`config.mk`:
```
export PLATFORM = sky130hd
export DESIGN_NAME = gpdrv_top
export DESIGN_NICKNAME = d
export VERILOG_FILES = /design/src/gpdrv_pkg.sv /design/src/gpdrv_sync.sv /design/src/gpdrv_top.sv
export SDC_FILE = /design/constraint.sdc
export NUM_CORES = 1
export LEC_CHECK = 0
export BUFFER_PORTS_ARGS = -buffer_cell sky130_fd_sc_hd__buf_4
export CORE_MARGIN = 3
export CORE_UTILIZATION = 45
export DETAILED_ROUTE_END_ITERATION = 8
export PLACE_DENSITY = 0.71
export SLEW_MARGIN = 0
export SYNTH_ARGS = -nofsm -noshare
export SYNTH_HDL_FRONTEND = slang
export SYNTH_SLANG_ARGS = --single-unit
```
`constraint.sdc`:
```
create_clock -name CLOCK -period 3.2 [get_ports CLOCK]
set_clock_uncertainty 0.1 [all_clocks]
set_input_delay 0.32 -clock CLOCK [delete_from_list [all_inputs] [get_ports CLOCK]]
set_output_delay 0.32 -clock CLOCK [all_outputs]
set_load 0.01 [all_outputs]
```
`src/gpdrv_pkg.sv`:
```
// Package: register map, field layout and reset values for the aux pin block
package gpdrv_pkg;
  localparam int unsigned NUM_PINS = 6;
  localparam logic [7:0] MODE_CFG_ADDR = 8'h16;
  localparam logic [7:0] DRIVE_LEVEL_ADDR = 8'h17;
  localparam int unsigned TW_ENABLE_BIT = 15;
  localparam int unsigned DIGITAL_EN_LSB = 8;
  localparam int unsigned DIRECTION_LSB = 0;
  localparam int unsigned OUT_LEVEL_LSB = 8;
  localparam int unsigned IN_LEVEL_LSB = 0;
  localparam logic TW_ENABLE_RESET = 1'b0;
  localparam logic [5:0] DIGITAL_EN_RESET = 6'h3f;
  localparam logic [5:0] DIRECTION_RESET = 6'h00;
  localparam logic [5:0] OUT_LEVEL_RESET = 6'h00;
  localparam logic [5:0] IN_LEVEL_RESET = 6'h00;
  localparam logic [5:0] TW_PIN_MASK = 6'h03;
  localparam int unsigned SDA_PIN = 0;
  localparam int unsigned SCL_PIN = 1;
endpackage

```
`src/gpdrv_sync.sv`:
```
// Two-stage synchroniser for the aux pin input buffers
module gpdrv_sync (
  input wire logic clk,
  input wire logic rst,
  input wire logic [5:0] d,
  output logic [5:0] q
);
  logic [5:0] meta_q;

  // First stage feeds only the second stage
  always_ff @(posedge clk or posedge rst) begin
    if (rst) begin
      meta_q <= 6'h00;
      q <= 6'h00;
    end else begin
      meta_q <= d;
      q <= meta_q;
    end
  end
endmodule

```
`src/gpdrv_top.sv`:
```
// Aux pin drive and readback: mode register, level register, pin control
// Functional notes
// RULE1 - Drive pin level only in digital output
// RULE2 - Output levels reset low, read back written
// RULE3 - Two-wire enable overrides output levels pins 0-1
// RULE4 - Input levels read only, reset zero
// RULE5 - Input level shown digital mode, else zero
// RULE6 - Snapshot inputs at address parity end
// RULE7 - Two-wire enable forces input levels 1:0 to 00
// RULE8 - Digital enable and direction per pin, defaults
// RULE9 - Two-wire mode: pin0 data, pin1 clock, open drain
// RULE10 - Input buffer stays live in output mode
// RULE11 - Pin inputs synchronised before snapshot
module gpdrv_top (
  input wire logic CLOCK,
  input wire logic RST,
  input wire logic [7:0] REG_ADDR,
  input wire logic REG_WR,
  input wire logic [15:0] REG_WDATA,
  input wire logic REG_ADDR_PARITY_END,
  output logic [15:0] REG_RDATA,
  input wire logic [5:0] PIN_IN,
  output logic [5:0] PIN_OUT,
  output logic [5:0] PIN_OE_N,
  input wire logic TW_SDA_LOW,
  input wire logic TW_SCL_LOW,
  output logic TW_SDA_IN,
  output logic TW_ENABLE
);
  logic tw_en_q;
  logic [5:0] dig_en_q;
  logic [5:0] dir_q;
  logic [5:0] out_level_q;
  logic [5:0] pin_sync;
  logic [5:0] in_level;
  logic [5:0] pin_out_d;
  logic [5:0] pin_oe_n_d;
  logic [15:0] rdata_d;

  ////////////////////////////////////////////////////////////////////////////
  // Input synchroniser

  gpdrv_sync u_sync (
    .clk(CLOCK),
    .rst(RST),
    .d(PIN_IN),
    .q(pin_sync)
  ); // RULE11

  ////////////////////////////////////////////////////////////////////////////
  // Mode register: two-wire enable, digital enable, direction

  always_ff @(posedge CLOCK or posedge RST) begin
    if (RST) begin
      tw_en_q <= gpdrv_pkg::TW_ENABLE_RESET;
      dig_en_q <= gpdrv_pkg::DIGITAL_EN_RESET; // RULE8
      dir_q <= gpdrv_pkg::DIRECTION_RESET; // RULE8
    end else if (REG_WR && REG_ADDR == gpdrv_pkg::MODE_CFG_ADDR) begin
      tw_en_q <= REG_WDATA[gpdrv_pkg::TW_ENABLE_BIT];
      dig_en_q <= REG_WDATA[gpdrv_pkg::DIGITAL_EN_LSB +: 6]; // RULE8
      dir_q <= REG_WDATA[gpdrv_pkg::DIRECTION_LSB +: 6]; // RULE8
    end
  end

  ////////////////////////////////////////////////////////////////////////////
  // Level register: only the output-level field is writable

  always_ff @(posedge CLOCK or posedge RST) begin
    if (RST) begin
      out_level_q <= gpdrv_pkg::OUT_LEVEL_RESET; // RULE2
    end else if (REG_WR && REG_ADDR == gpdrv_pkg::DRIVE_LEVEL_ADDR) begin
      // Stored even in two-wire mode so software reads back its value
      out_level_q <= REG_WDATA[gpdrv_pkg::OUT_LEVEL_LSB +: 6]; // RULE2 RULE3
    end
  end

  ////////////////////////////////////////////////////////////////////////////
  // Per-pin drive and input qualification

  genvar i;
  generate
    for (i = 0; i < 6; i = i + 1) begin : g_pin
      // Input buffer runs in both directions, so driven levels are seen
      assign in_level[i] = dig_en_q[i] & pin_sync[i]
        & ~(tw_en_q & gpdrv_pkg::TW_PIN_MASK[i]); // RULE5 RULE7 RULE10

      always_comb begin
        if (tw_en_q && gpdrv_pkg::TW_PIN_MASK[i]) begin
          // Open drain: only ever pull low, release otherwise
          pin_out_d[i] = 1'b0; // RULE9
          if (i == gpdrv_pkg::SDA_PIN) begin
            pin_oe_n_d[i] = ~TW_SDA_LOW; // RULE9
          end else begin
            pin_oe_n_d[i] = ~TW_SCL_LOW; // RULE9
          end
        end else begin
          pin_out_d[i] = out_level_q[i]; // RULE1 RULE3
          pin_oe_n_d[i] = ~(dig_en_q[i] & dir_q[i]); // RULE1
        end
      end
    end
  endgenerate

  always_ff @(posedge CLOCK or posedge RST) begin
    if (RST) begin
      PIN_OUT <= 6'h00;
      PIN_OE_N <= 6'h3f;
      TW_SDA_IN <= 1'b1;
      TW_ENABLE <= 1'b0;
    end else begin
      PIN_OUT <= pin_out_d;
      PIN_OE_N <= pin_oe_n_d;
      TW_SDA_IN <= pin_sync[gpdrv_pkg::SDA_PIN];
      TW_ENABLE <= tw_en_q;
    end
  end

  ////////////////////////////////////////////////////////////////////////////
  // Read data: captured once at the end of the address parity bit

  always_comb begin
    rdata_d = 16'h0000;
    if (REG_ADDR == gpdrv_pkg::MODE_CFG_ADDR) begin
      rdata_d[gpdrv_pkg::TW_ENABLE_BIT] = tw_en_q;
      rdata_d[gpdrv_pkg::DIGITAL_EN_LSB +: 6] = dig_en_q;
      rdata_d[gpdrv_pkg::DIRECTION_LSB +: 6] = dir_q;
    end else if (REG_ADDR == gpdrv_pkg::DRIVE_LEVEL_ADDR) begin
      rdata_d[gpdrv_pkg::OUT_LEVEL_LSB +: 6] = out_level_q; // RULE2
      rdata_d[gpdrv_pkg::IN_LEVEL_LSB +: 6] = in_level; // RULE4
    end
  end

  // Snapshot held through the data phase, so pin noise cannot tear a word
  always_ff @(posedge CLOCK or posedge RST) begin
    if (RST) begin
      REG_RDATA <= 16'h0000; // RULE4
    end else if (REG_ADDR_PARITY_END) begin
      REG_RDATA <= rdata_d; // RULE6
    end
  end
endmodule

```
==> results of run 1 <==
==> flip-flops by register name, summed over array words and instances, names as in the netlist <==
name,count
tw_en_q,1
dig_en_q,6
u_sync.q,6
TW_SDA_IN,1
dir_q,6
REG_RDATA,13
PIN_OE_N,6
TW_ENABLE,1
u_sync.meta_q,6
PIN_OUT,6
out_level_q,6
==> Yosys cell counts <==
cell type / n / area (um^2)
clkbuf_1: 5 / 18.77
nand2_1: 13 / 48.80
nand4b_1: 2 / 17.52
and3b_1: 1 / 8.760
buf_12: 1 / 20.02
o21ai_0: 6 / 30.03
and2_2: 1 / 7.510
nor4b_4: 1 / 23.77
dfstp_2: 13 / 341.6
nand3b_1: 1 / 7.510
mux2_2: 15 / 168.9
nor2b_1: 8 / 50.05
buf_4: 3 / 22.52
nand3_1: 4 / 20.02
nor2_1: 2 / 7.510
a21oi_1: 2 / 10.01
inv_1: 14 / 52.55
mux2_4: 10 / 150.1
and4b_1: 1 / 10.01
dfrtp_1: 45 / 1126
buf_6: 1 / 11.26
o22ai_1: 7 / 43.79
conb_1: 1 / 3.750
nand4_1: 1 / 6.260
buf_2: 1 / 5.000
a31o_2: 6 / 52.55
==> final cells by class <==
| type | count | area share |
|---|---|---|
| Timing Repair Buffer | 67 | 0.1726 |
| Sequential cell | 58 | 0.4892 |
| Tap cell | 67 | 0.02794 |
| Clock inverter | 2 | 0.01168 |
| Inverter | 14 | 0.01751 |
| Clock buffer | 13 | 0.05630 |
| Multi-Input combinational cell | 84 | 0.2248 |
==> worst max-delay path, cell delays in order <==
cell	delay, ns
buf_4	0.12
nor4b_4	0.32
and4b_1	0.82
mux2_2	0.41
==> timing repair <==
action                                  CTS  global route
endpoints found under the hold margin     6             0
endpoints found under the setup margin    0             0
hold buffers                              6             0
==> cells by family after synthesis <==
| group | count (synthesis) | share of synthesized area |
|---|---|---|
| flip-flops | 58 | 0.6481 |
| AND/OR/NAND/NOR | 35 | 0.09172 |
| multiplexers | 25 | 0.1409 |
| buffers and inverters | 25 | 0.05746 |
| AO/OA/AOI/OAI | 21 | 0.06022 |
| other | 1 | 0.001656 |
==> metal layers <==
metal,wire (um),track usage
met1,1852,0.1938
met2,2140,0.2387
met3,222,0.03873
met4,58,0.09783
met5,0,0
==> power by group through the flow <==
stage | logic [mW] | registers [mW] | clock network [mW]
4_1_cts | 0.107 | 0.779 | 0.691
3_5_place_dp | 0.101 | 0.791 | 0
5_1_grt | 0.115 | 0.782 | 0.723
6_report | 0.105 | 0.779 | 0.674
2_1_floorplan | 0.0496 | 0.788 | 0
3_3_place_gp | 0.0997 | 0.790 | 0
==> path summary, 6_finish.rpt <==
path | startpoint | endpoint | slack, ns | cells past startpoint
min | TW_SCL_LOW | PIN_OE_N[1]$_DFF_PP1_ | 0.03 | 2
min in group asynchronous | RST | REG_RDATA[15]$_DFFE_PP0P_ | 0.19 | 2
max reg2reg | tw_en_q$_DFFE_PP0P_ | REG_RDATA[0]$_DFFE_PP0P_ | 1.97 | 3
max in group asynchronous | RST | PIN_OE_N[4]$_DFF_PP1_ | 2.08 | 3
max | REG_ADDR[7] | dig_en_q[2]$_DFFE_PP1P_ | 1.35 | 4
min reg2reg | u_sync.meta_q[2]$_DFF_PP0_ | u_sync.q[2]$_DFF_PP0_ | 0.25 | 0
==> per-stage QoR <==
stage	utilization	hold WS (ns)	power (mW)
6_report	0.6269	0.02872	1.558
5_1_grt	0.6269	0.01235	1.620
4_1_cts	0.6269	0.01140	1.577
3_3_place_gp	0.5718	0.2321	0.8893
3_5_place_dp	0.5718	0.2372	0.8923
2_1_floorplan	-	0.2312	0.8378
==> impl_metrics.csv, run 1 <==
group,metric,value,unit
outcome,run_status,"finished clean",
power,p_seq_frac,0.500,
sta,fin_crit_sh,0.5779,
clock_network,clk_path_buf_depth,2,
global_route,grt_overflow,0,
sta,timing_hold_violations_final,0,
synth,synth.avg_cell_area,13.73,um^2
synth,syn_area,2265,um^2
place,dp.cells,284,
sta,drv_slew,0,
critical_path,critPathRequiredTime,3.34,ns
clock_network,cts_setup_buffers,0,
cells_and_area,seq_area,1468,um^2
routing,num_vias,1415,
clock_network,cts_max_level,3,
cells_and_area,final_nets,270,
sta,tightestPinTransition,1.105,ns
cells_and_area,stdcell_area,3000,um^2
clock_network,clock-sinks,58,
critical_path,critical_path_arrival,1.99,ns
routing,wl_per_cell,14.01,um
critical_path,cp-end-kind,"flip-flop",
cells_and_area,fillers,395,
routing,vias_per_cell,4.639,
floorplanning,pin_count,66,
cells_and_area,syn_to_final_growth,32.49,%
power,p_leak,1.431,nW
clock_network,tritoncts,"yes",
cells_and_area,multiInputGateArea,674.4,um^2
sta,slew_headroom,0.2622,
clock_network,clk_pin_slew,0.06,ns
floorplanning,die_h,76.94,um
power,pwr-share-clk,0.433,
global_route,grt_pass1_wl,6810,um
floorplanning,start_util,0.4732,
cells_and_area,diodes,0,
sta,rsz0062_at_grt,"false",
sta,timing.fmax,0.5407,GHz
place,place_worst_setup_slack,1.013,ns
synth,synth_seq_cells,58,
place,placed_area,2736,um^2
power,powerDensity,519.1,nW/um^2
worst_hold_path,hold_path_class,"in2reg",
routing,firstDrtPassIters,4,
floorplanning,die_area,5920,um^2
global_route,track_usage,0.1545,
cells_and_area,layoutNonFillerInstCount,305,
run,maxCapViolCount,0,
place,portBuffers,59,
global_route,antenna_found_initial,0,
clock_network,root_buffer,"clkbuf_8",
critical_path,start_kind,"primary input",
floorplanning,core_area,4786,um^2
synth,synth_seq_area_share,0.6481,
sta,postLayoutSetupSlackWorst,1.351,ns
power,swShare,0.2035,
power,ir_drop,0.0004417,V
routing,drt-initial-drc-count,37,
synth,netlist_instances,165,
cells_and_area,drive_above_1_share,0.5126,
routing,drc_errors,0,
power,power_switching,317.0,uW
power,p_comb_frac,0.067,
global_route,grt_pass1_vias,1388,
routing,drt-total-wl,4273,um
cells_and_area,final_cell_mix,"61 x buf_4, 45 x dfrtp_1, 15 x mux2_2",
sta,setup_violations,0,
synth,ys_warn_count,0,
floorplanning,die_w,76.94,um
global_route,grt_max_degree,57,
synth,synth_cell_types,26,
power,p_int,1.241,mW
clock_network,clock_latency,0.32,ns
critical_path,crit_type,"in2reg",
sta,finalCriticalPeriod,1.849,ns
place,dpl.hpwl,2986,um
sta,tns,0,ns
floorplanning,num_rows,25,
clock_network,cts-buffers-inserted,9,
routing,postRouteAntennaNets,0,
clock_network,cts_resized,0,
cells_and_area,final_common_cell,"buf_4",
place,gp_congestion,0.6897,
critical_path,cp_max_fo,13,
(Power assumes the default switching activity.)
==> run 2, diff against run 1 <==
- ABC_AREA: default -> 1
- PLACE_DENSITY: 0.71 -> 0.73
- clock period: 3.2 -> 1.58 ns (I/O delays scaled with it)
==> impl_metrics.csv, run 2 <==
group,metric,value,unit
power,total_power,2.903,mW
critical_path,regToRegStartpoint,"dig_en_q[1]$_DFFE_PP1P_",
critical_path,critical_path_arrival,0.96,ns
sta,timing_hold_violations_final,0,
place,portBuffers,59,
power,p_leak,1.718,nW
global_route,grt_overflow,0,
critical_path,crit_type,"reg2out",
sta,fin_crit_sh,0.7725,
routing,postRouteAntennaNets,0,
outcome,run_status,"finished clean",
cells_and_area,largest_reg_flops,13,
power,ir_drop,0.0006018,V
clock_network,tritoncts,"yes",
clock_network,root_buffer,"clkbuf_8",
cells_and_area,layoutNonFillerInstCount,405,
critical_path,critPathRequiredTime,1.32,ns
sta,timing.fmax,0.8193,GHz
global_route,antenna_found_initial,0,
critical_path,startpoint,"PIN_OE_N[2]$_DFF_PP1_",
synth,synth_top_area_cell,"dfrtp_1",
floorplanning,die_w,77.68,um
clock_network,cts_resized,0,
routing,wl_per_cell,11.96,um
synth,synth_seq_area_share,0.6347,
synth,yosysMostFrequentCell,"nand2_1",
synth,synth_seq_cells,58,
sta,setup_violations,0,
sta,rsz0062_at_grt,"false",
sta,drv_slew,0,
synth,synth.avg_cell_area,9.361,um^2
clock_network,clk_pin_slew,0.06,ns
synth,synth_common_cells,"114 x nand2_1, 45 x dfrtp_1, 25 x nand3_1, 14 x inv_1, 13 x dfstp_2",
floorplanning,num_rows,25,
critical_path,cp-end-kind,"primary output",
clock_network,cts_max_level,3,
cells_and_area,largest_register,"REG_RDATA",
cells_and_area,post-route-util,0.6568,
routing,firstDrtPassIters,4,
routing,drt-total-wl,4842,um
global_route,grt_pass1_vias,1843,
routing,num_vias,1840,
synth,netlist_instances,247,
cells_and_area,final_cell_mix,"114 x nand2_1, 62 x buf_4, 45 x dfrtp_1",
clock_network,cts-buffers-inserted,9,
power,powerDensity,911.6,nW/um^2
floorplanning,die_h,77.68,um
clock_network,clk_path_buf_depth,2,
synth,async_flop_share,1.000,
synth,ys_warn_count,0,
floorplanning,pin_count,66,
synth,netlist_top_cells_area,"dfrtp_1 49%, nand2_1 19%, dfstp_2 15%",
cells_and_area,drive_above_1_share,0.2899,
critical_path,cp_slowest_cell,"dfstp_2",
routing,drc_errors,0,
run,maxCapViolCount,0,
clock_network,clock-sinks,58,
synth,synth_cell_types,20,
floorplanning,start_util,0.4769,
clock_network,cts_setup_buffers,0,
floorplanning,die_area,6034,um^2
critical_path,start_kind,"flip-flop",
cells_and_area,final_common_cell,"nand2_1",
worst_hold_path,hold_path_class,"in2reg",
clock_network,clock_latency,0.33,ns
sta,finalCriticalPeriod,1.220,ns
synth,synth_ff_type,"dfrtp_1",
place,dpl.hpwl,3165,um
worst_hold_path,min-delay-start,"REG_ADDR_PARITY_END",
global_route,grt_max_degree,59,
critical_path,path_cells,"buf_4",
critical_path,cp_num_buf_inv,1,
critical_path,slowest_delay,0.52,ns
synth,syn_area,2312,um^2
place,gp_congestion,0.8023,
cells_and_area,final_nets,370,
global_route,track_usage,0.1825,
floorplanning,core_area,4848,um^2
cells_and_area,diodes,0,
cells_and_area,syn_to_final_growth,37.72,%
routing,drt-initial-drc-count,83,
cells_and_area,fillers,403,
place,dp.cells,368,
critical_path,cp_max_fo,1,
synth,yosysTopAreaCellShare,0.4870,
routing,vias_per_cell,4.543,
sta,tns,0,ns
global_route,grt_pass1_wl,8369,um
synth,synth_edf_count,0,
critical_path,crit_family,"flip-flops",
run 2: changes by cell type after synthesis, sizes merged, moves of 3 or more:
| cell | delta |
|---|---|
| a31o | -6 |
| buf | +4 |
| o21ai | +3 |
| nand2 | +105 |
| nand3 | +22 |
| nor2b | -8 |
| o22ai | -7 |
| nor2 | +6 |
| mux2 | -25 |
| clkbuf | -4 |
run 2: metrics by stage:
stage,hold slack (ns),setup WS [ns],cell area [um^2]
6_report,0.03336,0.3595,3184
5_1_grt,0.02319,0.2910,3184
4_1_cts,0.01804,0.3369,3184
3_5_place_dp,0.1587,0.2778,2816
3_3_place_gp,0.1569,0.3046,2816
2_1_floorplan,0.08943,0.5475,2323
run 2: what timing repair did:
item / in CTS / in global routing
hold endpoints to repair: 72 / 0
hold buffers: 22 / 0
setup endpoints to repair: 0 / 0
run 2: final timing paths:
path,endpoint,depth (start not counted),slack [ns]
worst min register to register,u_sync.q[5]$_DFF_PP0_,0,0.25
worst max register to register,REG_RDATA[1]$_DFFE_PP0P_,6,0.42
min in group asynchronous,u_sync.meta_q[4]$_DFF_PP0_,4,0.35
worst max-delay path,PIN_OE_N[2],1,0.36
max in group asynchronous,dig_en_q[0]$_DFFE_PP1P_,4,0.72
worst min-delay path,REG_RDATA[10]$_DFFE_PP0P_,3,0.03
run 2: where the power goes:
part / total [mW] / switching (mW) / leakage (nW) / internal (mW)
clock: 1.06 / 0.502 / 0.0745 / 0.560
combinational: 0.256 / 0.122 / 0.928 / 0.134
sequential: 1.59 / 0.0317 / 0.716 / 1.55
run 2: kinds of logic after synthesis:
| logic type | after synthesis | synth area share |
|---|---|---|
| and+or+nand+nor | 152 | 0.2852 |
| DFF | 58 | 0.6347 |
| buffers and inverters | 27 | 0.05898 |
| AOI/OAI and AO/OA | 9 | 0.01948 |
| other | 1 | 0.001622 |
run 2: layout make-up:
cell class	count	area (um^2)	area share
flip-flops and latches	58	1468	0.4609
multi-input cells	164	715.7	0.2248
repair buffers	85	705.7	0.2216
clock buffers	14	142.6	0.04479
well taps	67	83.83	0.02633
inverters	16	63.81	0.02004
clock inverters	1	5.005	0.001572
run 2: per-layer routing:
| metal | track usage | part of all wire | vias up | wire length (um) |
|---|---|---|---|---|
| met1 | 0.2381 | 0.44 | 829 | 2144 |
| met4 | 0.1085 | 0.034 | 0 | 165 |
| met5 | 0 | 0 | - | 0 |
| met2 | 0.2671 | 0.46 | 64 | 2217 |
| met3 | 0.05568 | 0.065 | 17 | 314 |
| li1 | - | - | 930 | - |
==> run 3, diff against run 2 <==
- PLACE_DENSITY: 0.73 -> 0.71
- clock period: 1.58 -> 1.3 ns (I/O delays scaled with it)
==> impl_metrics.csv, run 3 (synthesis results as in run 2) <==
group,metric,value,unit
sta,tns,0,ns
cells_and_area,drive_above_1_share,0.3041,
clock_network,hold_buffers,24,
critical_path,crit_type,"reg2out",
critical_path,path_cells,"buf_4",
routing,drt-total-wl,4869,um
routing,firstDrtPassIters,4,
critical_path,critPathRequiredTime,1.07,ns
cells_and_area,largest_reg_flops,13,
clock_network,clock-sinks,58,
cells_and_area,diodes,0,
global_route,grt_max_degree,59,
global_route,grt_pass1_vias,1852,
cells_and_area,post-route-util,0.6797,
sta,timing.fmax,0.8372,GHz
outcome,run_status,"finished clean",
routing,vias_per_cell,4.614,
sta,drv_slew,0,
place,dp.cells,369,
place,dpl.hpwl,3221,um
sta,postLayoutSetupSlackWorst,0.1055,ns
global_route,antenna_found_initial,0,
critical_path,r2r_slack,0.18,ns
clock_network,cts_max_level,3,
power,ir_drop,0.0008916,V
sta,rsz0062_at_grt,"false",
floorplanning,pin_count,66,
floorplanning,num_rows,25,
place,gp_congestion,0.8159,
global_route,grt_pass1_wl,8556,um
floorplanning,die_w,77.68,um
sta,timing_hold_violations_final,0,
clock_network,clock_latency,0.32,ns
routing,postRouteAntennaNets,0,
cells_and_area,final_common_cell,"nand2_1",
critical_path,start_kind,"flip-flop",
cells_and_area,final_cell_mix,"114 x nand2_1, 62 x buf_4, 45 x dfrtp_1",
sta,finalCriticalPeriod,1.195,ns
power,p_leak,1.768,nW
sta,setup_violations,0,
clock_network,cts_resized,0,
global_route,track_usage,0.1824,
cells_and_area,largest_register,"REG_RDATA",
critical_path,cp_num_buf_inv,1,
place,portBuffers,59,
clock_network,cts-buffers-inserted,9,
power,powerDensity,1229,nW/um^2
floorplanning,die_area,6034,um^2
run,maxCapViolCount,0,
place,place_worst_setup_slack,0.1191,ns
critical_path,slowest_delay,0.53,ns
clock_network,tritoncts,"yes",
power,total_power,4.049,mW
clock_network,clk_path_buf_depth,2,
critical_path,cp_slowest_cell,"dfstp_2",
cells_and_area,layoutNonFillerInstCount,409,
critical_path,cp-end-kind,"primary output",
cells_and_area,final_nets,373,
routing,drc_errors,0,
clock_network,root_buffer,"clkbuf_8",
floorplanning,start_util,0.4769,
sta,fin_crit_sh,0.9189,
floorplanning,die_h,77.68,um
worst_hold_path,hold_path_class,"in2reg",
routing,wl_per_cell,11.90,um
critical_path,crit_family,"flip-flops",
critical_path,cp_max_fo,1,
clock_network,cts_setup_buffers,0,
cells_and_area,syn_to_final_growth,42.53,%
critical_path,critical_path_arrival,0.96,ns
clock_network,clk_pin_slew,0.06,ns
routing,drt-initial-drc-count,114,
routing,num_vias,1887,
global_route,grt_overflow,0,
floorplanning,core_area,4848,um^2
[run 3: final cells by class]
| type | instances | area, um^2 |
|---|---|---|
| Clock buffer | 11 | 141.4 |
| Clock inverter | 5 | 77.57 |
| Fill cell | 390 | 1553 |
| Inverter | 16 | 63.81 |
| Multi-Input combinational cell | 164 | 715.7 |
| Sequential cell | 58 | 1468 |
| Tap cell | 67 | 83.83 |
| Timing Repair Buffer | 88 | 745.7 |
[run 3: metal layers]
metal / share of wire / global-route usage / vias to the layer above
li1: - / - / 934
met4: 0.011 / 0.08897 / 0
met1: 0.45 / 0.2377 / 887
met3: 0.055 / 0.04872 / 6
met2: 0.48 / 0.2817 / 60
met5: 0 / 0 / -
[run 3: where the power goes]
group,switching (mW),internal (mW),leakage (nW),total (mW)
Sequential,0.0395,1.89,0.716,1.93
Clock,0.680,1.12,0.109,1.80
Combinational,0.149,0.169,0.943,0.318
Total,0.868,3.18,1.77,4.05
[run 3: metrics by stage]
step	cell area, um^2	hold slack [ns]
after global placement	2836	0.1282
after global routing	3296	0.1970
after CTS	3296	0.1616
final	3296	0.1676
after detailed placement	2836	0.1349
after floorplan	2323	0.06143
[run 3: worst paths after layout]
kind,endpoint,cells past startpoint,startpoint
setup reg to reg,REG_RDATA[0]$_DFFE_PP0P_,6,dig_en_q[0]$_DFFE_PP1P_
min in group asynchronous,u_sync.q[0]$_DFF_PP0_,4,RST
setup / recovery,PIN_OE_N[5],1,PIN_OE_N[5]$_DFF_PP1_
hold / removal,dig_en_q[4]$_DFFE_PP1P_,7,REG_ADDR[7]
hold reg to reg,u_sync.q[5]$_DFF_PP0_,0,u_sync.meta_q[5]$_DFF_PP0_
max in group asynchronous,dig_en_q[4]$_DFFE_PP1P_,4,RST
